### config.mk
export PLATFORM = sky130hd
export DESIGN_NAME = sbm_serial_port
export DESIGN_NICKNAME = d
export VERILOG_FILES = /design/src/sbm_baud_gen.v /design/src/sbm_serial_port.v
export VERILOG_INCLUDE_DIRS = /design/src
export SDC_FILE = /design/constraint.sdc
export NUM_CORES = 1
export LEC_CHECK = 0
export BUFFER_PORTS_ARGS = -buffer_cell sky130_fd_sc_hd__buf_2
export CAP_MARGIN = 15
export CORE_MARGIN = 2
export CORE_UTILIZATION = 41
export DETAILED_ROUTE_END_ITERATION = 12
export GPL_TIMING_DRIVEN = 0
export PLACE_DENSITY_LB_ADDON = 0.15
export SLEW_MARGIN = 20
export SYNTH_ARGS = -nofsm -noshare
export SYNTH_HDL_FRONTEND = slang
export SYNTH_SLANG_ARGS = --single-unit
export TNS_END_PERCENT = 50
### constraint.sdc
create_clock -name CLK -period 2.04 [get_ports CLK]
set_input_delay 0.102 -clock CLK [delete_from_list [all_inputs] [get_ports CLK]]
set_output_delay 0.102 -clock CLK [all_outputs]
set_load 0.01 [all_outputs]
### src/sbm_map.vh
// Register offsets, bit positions, reset values and frame constants
`ifndef SBM_MAP_VH
`define SBM_MAP_VH

// Byte offsets on the register bus, one 32-bit word per register
`define SBM_OFS_FLAGS 6'h00
`define SBM_OFS_INTEN 6'h04
`define SBM_OFS_RXCTL 6'h08
`define SBM_OFS_TXBUF 6'h0C
`define SBM_OFS_TXCTL 6'h10
`define SBM_OFS_BAUD 6'h14
`define SBM_OFS_DIVH 6'h18
`define SBM_OFS_DIVL 6'h1C
`define SBM_OFS_RXBUF 6'h20

// peripheral_flag_bank and peripheral_int_enable_bank
`define SBM_FLG_RXDONE 5
`define SBM_FLG_TXEMPTY 4

// receive_control
`define SBM_RC_PEN 7
`define SBM_RC_RX9 6
`define SBM_RC_SINGLE_RECEIVE_EN 5
`define SBM_RC_CONTINUOUS_RECEIVE_EN 4
`define SBM_RC_ADDEN 3
`define SBM_RC_FERR 2
`define SBM_RC_OERR 1
`define SBM_RC_RX9D 0

// transmit_control
`define SBM_TC_CLOCK_SOURCE_MASTER 7
`define SBM_TC_TX9 6
`define SBM_TC_TRANSMIT_ENABLE 5
`define SBM_TC_SYNC 4
`define SBM_TC_BRK 3
`define SBM_TC_BRGH 2
`define SBM_TC_SHIFTER_EMPTY 1
`define SBM_TC_TRANSMIT_NINTH_BIT 0

// baud_control
`define SBM_BC_RXIDLE 6
`define SBM_BC_POL 4
`define SBM_BC_WIDE 3
`define SBM_BC_WUE 1
`define SBM_BC_ABD 0

// Writable bits of each register
`define SBM_WM_INTEN 8'h30
`define SBM_WM_RXCTL 8'hF8
`define SBM_WM_TXCTL 8'hFD
`define SBM_WM_BAUD 8'h1B

// Reset values
`define SBM_RST_REG 8'h00
`define SBM_RST_DIV 8'h00

// Break frame: start, twelve zeros, stop (bit 13 is the stop bit)
`define SBM_BREAK_ZEROS 12
`define SBM_BRK_FRAME 14'h2000
`define SBM_BRK_BITS 4'hE
`define SBM_ASYNC_BITS8 4'hA
`define SBM_ASYNC_BITS9 4'hB
`define SBM_SYNC_BITS8 4'h8
`define SBM_SYNC_BITS9 4'h9

// Buffer-to-shifter transfer time in clock cycles
`define SBM_XFER_CYCLES 1

`endif

### src/sbm_baud_gen.v
// Baud tick generator: one tick per half bit period
`timescale 1ns/1ps
`default_nettype none
module sbm_baud_gen
(
   input wire clk,
   input wire srst,
   input wire run,
   input wire [15:0] div,
   output reg tick
);
   reg [15:0] cnt_q;

   // Restart while idle so the first tick falls div+1 cycles after start
   always @(posedge clk)
   begin
      if (srst)
      begin
         cnt_q <= 16'h0000;
         tick <= 1'b0;
      end
      else if (!run)
      begin
         cnt_q <= div;
         tick <= 1'b0;
      end
      else if (cnt_q == 16'h0000)
      begin
         cnt_q <= div;
         tick <= 1'b1;
      end
      else
      begin
         cnt_q <= cnt_q - 16'h0001;
         tick <= 1'b0;
      end
   end
endmodule
`default_nettype wire

### src/sbm_serial_port.v
// Break sender, wake-on-edge and clocked master serial port
// Overview of operation
// - Break is start, twelve zeros, stop
// - Break request with enable sends zeros
// - Break request self-clears after break stop bit
// - Next byte buffered during break, sent after
// - Shifter-empty behaves same during break
// - Wake: falling edge flags, then byte
// - Master, clocked, port enable select pins
// - Clocked data line is half duplex
// - Master drives clock, idle level per polarity
// - Shifter loads only after last bit
// - Transfer takes one cycle, then flag
// - Buffer-empty flag cleared only by writes
// - Shifter-empty read-only, no interrupt
// - Shifter not visible to software
// - Single receive one word, continuous repeats
// - Receive flag, ninth bit, errors exposed
// - Clearing continuous receive clears errors
// - Unimplemented bits read as zero
// - Wake ends on rising edge after wake
`timescale 1ns/1ps
`default_nettype none
`include "sbm_map.vh"
module sbm_serial_port
(
   input wire CLK,
   input wire SRST,
   input wire [5:0] AVS_ADDRESS,
   input wire AVS_READ,
   input wire AVS_WRITE,
   input wire [31:0] AVS_WRITEDATA,
   output reg [31:0] AVS_READDATA,
   output reg AVS_WAITREQUEST,
   output reg PIN_TXCK_O,
   output reg PIN_TXCK_OE,
   input wire PIN_RXDT_I,
   output reg PIN_RXDT_O,
   output reg PIN_RXDT_OE
);
   localparam RX_IDLE = 2'b00;
   localparam RX_ASYNC = 2'b01;
   localparam RX_SYNC = 2'b10;

   reg [7:0] inten_q, rxctl_q, txctl_q, baud_q, divh_q, divl_q;
   reg [7:0] txbuf_q, rxbuf_q;
   reg txfull_q, rxdone_q, ferr_q, oerr_q, rx9d_q, wake_seen_q;
   reg [13:0] tsr_q;
   reg [3:0] tx_cnt_q, rx_cnt_q;
   reg tx_busy_q, tx_brk_q, tx_ph_q, rx_ph_q;
   reg [1:0] rx_st_q;
   reg [8:0] rx_sh_q;
   reg rx_s1_q, rx_s2_q, rx_prev_q;
   reg [7:0] rd_d;

   wire wr_en = AVS_WRITE & ~AVS_WAITREQUEST;
   wire rd_en = AVS_READ & ~AVS_WAITREQUEST;
   wire wr_txbuf = wr_en & (AVS_ADDRESS == `SBM_OFS_TXBUF);
   wire wr_rxctl = wr_en & (AVS_ADDRESS == `SBM_OFS_RXCTL);
   wire wr_txctl = wr_en & (AVS_ADDRESS == `SBM_OFS_TXCTL);
   wire wr_baud = wr_en & (AVS_ADDRESS == `SBM_OFS_BAUD);
   wire rd_rxbuf = rd_en & (AVS_ADDRESS == `SBM_OFS_RXBUF);

   wire pen = rxctl_q[`SBM_RC_PEN];
   wire rx9 = rxctl_q[`SBM_RC_RX9];
   wire single_receive_en = rxctl_q[`SBM_RC_SINGLE_RECEIVE_EN];
   wire continuous_receive_en = rxctl_q[`SBM_RC_CONTINUOUS_RECEIVE_EN];
   wire master = txctl_q[`SBM_TC_CLOCK_SOURCE_MASTER];
   wire tx9 = txctl_q[`SBM_TC_TX9];
   wire transmit_enable = txctl_q[`SBM_TC_TRANSMIT_ENABLE];
   wire syncm = txctl_q[`SBM_TC_SYNC];
   wire brk_req = txctl_q[`SBM_TC_BRK];
   wire pol = baud_q[`SBM_BC_POL];
   wire wake_on_edge_en = baud_q[`SBM_BC_WUE];
   wire sync_master = pen & syncm & master;

   wire tick;
   wire baud_run = pen & (tx_busy_q | (rx_st_q != RX_IDLE));
   wire [15:0] div = baud_q[`SBM_BC_WIDE] ? {divh_q, divl_q}
                                          : {8'h00, divl_q};

   sbm_baud_gen u_baud
   (
      .clk(CLK),
      .srst(SRST),
      .run(baud_run),
      .div(div),
      .tick(tick)
   );

   wire rx_line = rx_s2_q;
   wire rx_fall = rx_prev_q & ~rx_s2_q;
   wire rx_rise = ~rx_prev_q & rx_s2_q;

   // Loading waits for the shifter to finish and, when clocked, for receive
   wire tx_load = pen & transmit_enable & txfull_q & ~tx_busy_q
                  & ~(syncm & (rx_st_q != RX_IDLE));
   wire load_brk = tx_load & brk_req & ~syncm;
   wire tx_bit_end = tx_busy_q & tick & tx_ph_q;
   wire tx_last = tx_bit_end & (tx_cnt_q == 4'h1);
   wire brk_done = tx_last & tx_brk_q;

   wire async_rx_ok = pen & ~syncm & continuous_receive_en & ~wake_on_edge_en & ~oerr_q;
   wire sync_rx_ok = sync_master & (single_receive_en | continuous_receive_en) & ~oerr_q & ~tx_busy_q
                     & ~txfull_q;
   wire [3:0] rx_bits = rx9 ? 4'h9 : 4'h8;
   reg rx_complete;
   reg rx_ferr;
   wire [8:0] rx_word = (rx_st_q == RX_SYNC) ? {rx_line, rx_sh_q[8:1]}
                                             : rx_sh_q;

   // Two-stage synchroniser on the data pin, edges taken after it
   always @(posedge CLK)
   begin
      if (SRST)
      begin
         rx_s1_q <= 1'b1;
         rx_s2_q <= 1'b1;
         rx_prev_q <= 1'b1;
      end
      else
      begin
         rx_s1_q <= PIN_RXDT_I;
         rx_s2_q <= rx_s1_q;
         rx_prev_q <= rx_s2_q;
      end
   end

   // Register bus: waitrequest drops for one cycle per request
   always @*
   begin
      rd_d = 8'h00;
      case (AVS_ADDRESS)
         `SBM_OFS_FLAGS:
            rd_d = {2'b00, rxdone_q, ~txfull_q, 4'h0};
         `SBM_OFS_INTEN:
            rd_d = inten_q;
         `SBM_OFS_RXCTL:
            rd_d = {rxctl_q[7:3], ferr_q, oerr_q, rx9d_q};
         `SBM_OFS_TXBUF:
            rd_d = txbuf_q;
         `SBM_OFS_TXCTL:
            rd_d = {txctl_q[7:2], ~tx_busy_q, txctl_q[0]};
         `SBM_OFS_BAUD:
            rd_d = {1'b0, (rx_st_q == RX_IDLE), 1'b0, baud_q[4:3], 1'b0,
                    baud_q[1:0]};
         `SBM_OFS_DIVH:
            rd_d = divh_q;
         `SBM_OFS_DIVL:
            rd_d = divl_q;
         `SBM_OFS_RXBUF:
            rd_d = rxbuf_q;
         default:
            rd_d = 8'h00;
      endcase
   end

   always @(posedge CLK)
   begin
      if (SRST)
      begin
         AVS_WAITREQUEST <= 1'b1;
         AVS_READDATA <= 32'h00000000;
      end
      else if ((AVS_READ | AVS_WRITE) & AVS_WAITREQUEST)
      begin
         AVS_WAITREQUEST <= 1'b0;
         AVS_READDATA <= {24'h000000, rd_d};
      end
      else
      begin
         AVS_WAITREQUEST <= 1'b1;
      end
   end

   // Software registers; the shifter itself has no address
   always @(posedge CLK)
   begin
      if (SRST)
      begin
         inten_q <= `SBM_RST_REG;
         rxctl_q <= `SBM_RST_REG;
         txctl_q <= `SBM_RST_REG;
         baud_q <= `SBM_RST_REG;
         divh_q <= `SBM_RST_DIV;
         divl_q <= `SBM_RST_DIV;
      end
      else
      begin
         if (wr_en & (AVS_ADDRESS == `SBM_OFS_INTEN))
            inten_q <= AVS_WRITEDATA[7:0] & `SBM_WM_INTEN;
         if (wr_en & (AVS_ADDRESS == `SBM_OFS_DIVH))
            divh_q <= AVS_WRITEDATA[7:0];
         if (wr_en & (AVS_ADDRESS == `SBM_OFS_DIVL))
            divl_q <= AVS_WRITEDATA[7:0];
         if (wr_rxctl)
            rxctl_q <= AVS_WRITEDATA[7:0] & `SBM_WM_RXCTL;
         else if (rx_complete & (rx_st_q == RX_SYNC) & ~continuous_receive_en)
            rxctl_q[`SBM_RC_SINGLE_RECEIVE_EN] <= 1'b0;
         // A software write of the break request beats the hardware clear
         if (wr_txctl)
            txctl_q <= AVS_WRITEDATA[7:0] & `SBM_WM_TXCTL;
         else if (brk_done)
            txctl_q[`SBM_TC_BRK] <= 1'b0;
         if (wr_baud)
            baud_q <= AVS_WRITEDATA[7:0] & `SBM_WM_BAUD;
         else if (wake_on_edge_en & wake_seen_q & rx_rise)
            baud_q[`SBM_BC_WUE] <= 1'b0;
      end
   end

   // Transmit buffer: empty flag follows the buffer, not software
   always @(posedge CLK)
   begin
      if (SRST)
      begin
         txbuf_q <= 8'h00;
         txfull_q <= 1'b0;
      end
      else if (wr_txbuf)
      begin
         txbuf_q <= AVS_WRITEDATA[7:0];
         txfull_q <= 1'b1;
      end
      else if (tx_load)
      begin
         txfull_q <= 1'b0;
      end
   end

   // Transmit shifter: each bit lasts two ticks, low bit goes first
   always @(posedge CLK)
   begin
      if (SRST)
      begin
         tsr_q <= 14'h3FFF;
         tx_cnt_q <= 4'h0;
         tx_busy_q <= 1'b0;
         tx_brk_q <= 1'b0;
         tx_ph_q <= 1'b0;
      end
      else if (tx_load)
      begin
         tx_busy_q <= 1'b1;
         tx_ph_q <= 1'b0;
         tx_brk_q <= load_brk;
         if (load_brk)
         begin
            tsr_q <= `SBM_BRK_FRAME;
            tx_cnt_q <= `SBM_BRK_BITS;
         end
         else if (syncm)
         begin
            tsr_q <= {5'h1F, txctl_q[`SBM_TC_TRANSMIT_NINTH_BIT], txbuf_q};
            tx_cnt_q <= tx9 ? `SBM_SYNC_BITS9 : `SBM_SYNC_BITS8;
         end
         else
         begin
            tsr_q <= {3'h7, 1'b1, tx9 ? txctl_q[`SBM_TC_TRANSMIT_NINTH_BIT] : 1'b1,
                      txbuf_q, 1'b0};
            tx_cnt_q <= tx9 ? `SBM_ASYNC_BITS9 : `SBM_ASYNC_BITS8;
         end
      end
      else if (tx_busy_q & tick)
      begin
         tx_ph_q <= ~tx_ph_q;
         if (tx_ph_q)
         begin
            tsr_q <= {1'b1, tsr_q[13:1]};
            tx_cnt_q <= tx_cnt_q - 4'h1;
            if (tx_last)
            begin
               tx_busy_q <= 1'b0;
               tx_brk_q <= 1'b0;
            end
         end
      end
      else if (!pen)
      begin
         tx_busy_q <= 1'b0;
         tx_brk_q <= 1'b0;
      end
   end

   // Completion of a received word in either mode
   always @*
   begin
      rx_complete = 1'b0;
      rx_ferr = 1'b0;
      if (tick & (rx_st_q == RX_ASYNC) & ~rx_ph_q
          & (rx_cnt_q == rx_bits + 4'h1))
      begin
         rx_complete = 1'b1;
         rx_ferr = ~rx_line;
      end
      else if (tick & (rx_st_q == RX_SYNC) & rx_ph_q
               & (rx_cnt_q == rx_bits - 4'h1))
      begin
         rx_complete = 1'b1;
      end
   end

   // Receiver and wake-on-edge
   always @(posedge CLK)
   begin
      if (SRST)
      begin
         rx_st_q <= RX_IDLE;
         rx_cnt_q <= 4'h0;
         rx_ph_q <= 1'b0;
         rx_sh_q <= 9'h000;
      end
      else
      begin
         case (rx_st_q)
            RX_IDLE:
            begin
               rx_cnt_q <= 4'h0;
               rx_ph_q <= 1'b0;
               if (sync_rx_ok)
                  rx_st_q <= RX_SYNC;
               else if (async_rx_ok & rx_fall)
                  rx_st_q <= RX_ASYNC;
            end
            RX_ASYNC:
            begin
               if (!pen | syncm)
                  rx_st_q <= RX_IDLE;
               else if (tick)
               begin
                  rx_ph_q <= ~rx_ph_q;
                  if (!rx_ph_q)
                  begin
                     rx_cnt_q <= rx_cnt_q + 4'h1;
                     if ((rx_cnt_q == 4'h0) & rx_line)
                        rx_st_q <= RX_IDLE;
                     else if (rx_cnt_q != 4'h0)
                        rx_sh_q <= {rx_line, rx_sh_q[8:1]};
                     if (rx_complete)
                        rx_st_q <= RX_IDLE;
                  end
               end
            end
            RX_SYNC:
            begin
               if (!sync_master)
                  rx_st_q <= RX_IDLE;
               else if (tick)
               begin
                  rx_ph_q <= ~rx_ph_q;
                  if (rx_ph_q)
                  begin
                     rx_sh_q <= {rx_line, rx_sh_q[8:1]};
                     rx_cnt_q <= rx_cnt_q + 4'h1;
                     if (rx_complete)
                        rx_st_q <= RX_IDLE;
                  end
               end
            end
            default:
               rx_st_q <= RX_IDLE;
         endcase
      end
   end

   // Receive flag: a wake edge wins over the clear by reading the buffer, a word completing while set does not
   always @(posedge CLK)
   begin
      if (SRST)
      begin
         rxbuf_q <= 8'h00;
         rxdone_q <= 1'b0;
         ferr_q <= 1'b0;
         oerr_q <= 1'b0;
         rx9d_q <= 1'b0;
         wake_seen_q <= 1'b0;
      end
      else
      begin
         if (rx_complete & ~rxdone_q)
         begin
            rxdone_q <= 1'b1;
            rxbuf_q <= rx9 ? rx_word[7:0] : rx_word[8:1];
            rx9d_q <= rx9 & rx_word[8];
            ferr_q <= rx_ferr;
         end
         else if (wake_on_edge_en & pen & ~syncm & ~wake_seen_q & rx_fall)
            rxdone_q <= 1'b1;
         else if (rd_rxbuf)
            rxdone_q <= 1'b0;
         if (wake_on_edge_en & pen & ~syncm & ~wake_seen_q & rx_fall)
            wake_seen_q <= 1'b1;
         else if (~wake_on_edge_en | rx_rise)
            wake_seen_q <= 1'b0;
         // Overrun keeps the unread word and stops reception until cleared
         if (rx_complete & rxdone_q)
            oerr_q <= 1'b1;
         else if (wr_rxctl & ~AVS_WRITEDATA[`SBM_RC_CONTINUOUS_RECEIVE_EN])
         begin
            oerr_q <= 1'b0;
            ferr_q <= 1'b0;
         end
      end
   end

   // Pin drivers, registered so the pins never glitch
   always @(posedge CLK)
   begin
      if (SRST)
      begin
         PIN_TXCK_O <= 1'b1;
         PIN_TXCK_OE <= 1'b0;
         PIN_RXDT_O <= 1'b1;
         PIN_RXDT_OE <= 1'b0;
      end
      else
      begin
         PIN_TXCK_OE <= pen & (master | ~syncm);
         PIN_RXDT_OE <= sync_master & tx_busy_q;
         PIN_RXDT_O <= tsr_q[0];
         if (sync_master)
         begin
            if ((tx_busy_q & ~tx_ph_q) | ((rx_st_q == RX_SYNC) & ~rx_ph_q))
               PIN_TXCK_O <= ~pol;
            else
               PIN_TXCK_O <= pol;
         end
         else
            PIN_TXCK_O <= tx_busy_q ? tsr_q[0] : 1'b1;
      end
   end
endmodule
`default_nettype wire

==> metrics.md <==
| Metric | Value |
|---|---|
| Final Cell Area | 0.00746 mm^2 |
| Worst Path Arrival | 2.41 ns |
| Maximum vdd drop | 590 uV |
| Via/cell ratio | 5.58 |
| Row cnt | 45 |
| Sequential element share of the synthesized area | 40.1% |
| Mapped cell area | 0.00624 mm^2 |
| Area delta synth->final | 19.5% |
| Clock-pin slew on the worst setup and hold paths | 0.06 ns |
| Initial antenna violation count | 0 |
| Sinks on Clock Net | 125 |
| Synth top area share | 40.1% |
| Period minus WS final | 2.06 ns |
| Nets | 866 |
| Final worst path period share | 101% |
| Largest net degree at the start of global routing | 17 |
| Clk_skew | 0.00763 ns |
| Max-slew headroom | 43.4% |
| Number of synthesized flops with an enable pin | 0 |
| Post-layout util | 49.6% |
| Power Total | 0.00568 W |
| Mux cell area share after synthesis | 10.9% |
| Fill cells | 1458 |
| DR top layer | met4 |
| Post-synthesis register bit count | 125 |
| Gr usage total | 23.2% |
| Grt total ovfl | 0 |
| Buffers on Ports | 31 |
| Final Slew Violations | 0 |
| Maximum clock rate | 485 MHz |
| Count leader, synth | dfxtp_1 |
| Number of global-route vias before repair | 5375 |
| Kind of critical path | register to register |
| HP Class | primary input to register |
| Vias | 5656 |
| Post-synthesis adder-cell area fraction | 2.00% |
| H-Tree Depth | 4 |
| Commonest cells post-synth | 125 x dfxtp_1, 94 x nor2_1, 58 x mux2i_1, 54 x nand2_1, 48 x nand3_1 |
| Final WS setup | -0.0226 ns |
| Worst skew pair latency | 0.43 ns |
| Full die area | 0.0162 mm^2 |
| Crit path from | AVS_WAITREQUEST |
| DPL Wire Length | 13.8 mm |
| Synth Flop Type | dfxtp_1 |
| DRT Pass-1 Iters | 5 |
| CORE AREA | 0.0150 mm^2 |
| Synth area leaders | dfxtp_1 40%, mux2i_1 9.3%, nor2_1 5.7% |
| Met3 WL | 1.07 mm |
| First-pass GRT wire length | 28.8 mm |
| IO Pins | 80 |
| Violated checks | setup timing |
| DR WL/cell | 18.6 um |
| Final wirelength | 18.8 mm |
| Post-synth cell types | 60 |
| Post-synthesis xor/xnor area fraction | 2.38% |
| Max clock buf depth | 2 |
| Die Ht | 127 um |
| Antenna fix cells | 0 |
| Outcome | finished, violations left |
| Initial Util | 41.5% |
| Synth Warn # | 0 |
| Layout cells sized above 1 | 17.7% |
| Antenna-violating nets left | 0 |
| Finished Layout Cells | 1013 |
| Critical path startpoint category | register |
| Post-synthesis compound-gate area fraction | 14.8% |
| Die X | 127 um |
| Largest family of logic cells by synthesized area | simple AND/OR/NAND/NOR gates |
| Critical Path RT | 2.39 ns |
| P_leak | 3.14 nW |
| Inst Count DP | 974 |
| Synthesized instance count | 732 |
| Synth Area in Simple Gates | 22.5% |
| TritonCTS buffer count | 17 |
| Dpl cell area | 0.00672 mm^2 |
| Initial DRC count | 448 |
| Metal2 WL | 8.77 mm |
| Worst Setup End Kind | register |
| Max_cap viols | 0 |
| Final Hold Viols | 0 |
| Worst reg2reg startpoint | AVS_WAITREQUEST |
| Endpoints failing setup | 1 |
| Area leader, netlist | dfxtp_1 |
| Clock root buffer | clkbuf_16 |
| FF-to-FF setup slack | -0.02 ns |
| # DRC | 0 |
| PD cells | 761 mW/mm^2 |
| Worst-path maximum fanout | 10 |
| Synthesized area per cell | 8.53 um^2 |
| CTS tree | built |
| WL met1 | 8.53 mm |
| Async set or reset register ratio after synthesis | 0% |
| Hold wc startpoint | AVS_WRITEDATA[1] |
| RSZ-0062 raised after global routing | true |
| WHS | 0.0144 ns |
| Worst Tran Pin Value | 0.841 ns |
| Gpl congestion | 0.949 |
[cell type report]
cell class	count	area, um^2	share of cell area [%]
buffer	71	407	5.45
clock buffer	22	464	6.22
clock inverter	9	87.6	1.17
inverter	17	63.8	0.856
multi-input combinational	542	3470	46.5
sequential	125	2500	33.6
tap	188	235	3.15
timing repair buffer	39	228	3.05
[cells in the final DEF (no fill, tap or decap), types with 10 or more instances in the layout]
cell type,instances
inv_1,16
dfxtp_1,123
clkbuf_16,17
o22ai_1,13
a22oi_1,13
mux2i_1,58
nand2b_1,10
nor2_1,94
nand3_1,46
conb_1,24
nand2_1,53
buf_2,40
a211oi_1,14
a21oi_1,41
buf_4,30
clkbuf_1,25
and3_1,12
[final timing paths]
| kind | cells past startpoint | to |
|---|---|---|
| worst min-delay path | 3 | baud_q[1] |
| worst min register to register | 1 | rx_line |
| worst max register to register | 5 | divh_q[0] |
| worst max-delay path | 5 | divh_q[0] |
[layer usage]
layer  vias to the layer above  GRT usage [%]
met4                         0           8.34
met3                        35           4.44
met1                      2718           30.6
li1                       2714              -
met2                       189           37.9
met5                         -              0
[timing repair]
action | 4_1_cts | 5_1_grt
hold buffers | 5 | 0
endpoints found under the hold margin | 8 | 0
setup buffers | 0 | 3
pin swaps | 1 | 6
resized for setup | 13 | 29
endpoints found under the setup margin | 51 | 59
[kinds of logic (layout without fill, tap and decap cells)]
group                      Yosys count  in the layout
other                                1             24
buffers and inverters               88            158
and+or+nand+nor                    285            285
xor gates and xnor gates            17             17
adders and majority gates           10             10
muxes                               67             67
AOI/OAI and AO/OA                  139            139
DFF                                125            125
[flip-flops by register name (all words and copies together), names as in the netlist, 2 cells and up]
register,count
rx_st_q,2
divh_q,8
rxctl_q,5
tsr_q,13
rx_sh_q,9
baud_q,4
txctl_q,7
divl_q,8
tx_cnt_q,4
txbuf_q,8
rxbuf_q,8
rx_cnt_q,4
inten_q,2
AVS_READDATA,8
u_baud.cnt_q,16
[stage by stage]
step / TNS, ns / setup slack (ns)
3_3_place_gp: -2.97 / -0.191
2_1_floorplan: 0 / 0.101
3_5_place_dp: -4.57 / -0.201
4_1_cts: 0 / 0.00564
5_1_grt: -0.330 / -0.0633
6_report: -0.0226 / -0.0226
[critical path, stage by stage, from the launching register on]
cell      delay (ns)
dfxtp_1         0.33
nor2b_1         0.28
clkbuf_1        0.49
clkbuf_1        0.48
nand3_1         0.22
a21oi_1         0.19
[power by group]
| group | total (W) | switching [W] | internal, W |
|---|---|---|---|
| clock | 0.00287 | 0.00114 | 0.00173 |
| sequential | 0.00247 | 0.0000122 | 0.00245 |
| combinational | 0.000340 | 0.000217 | 0.000123 |
Note: power is estimated with default switching activity, not from simulation.
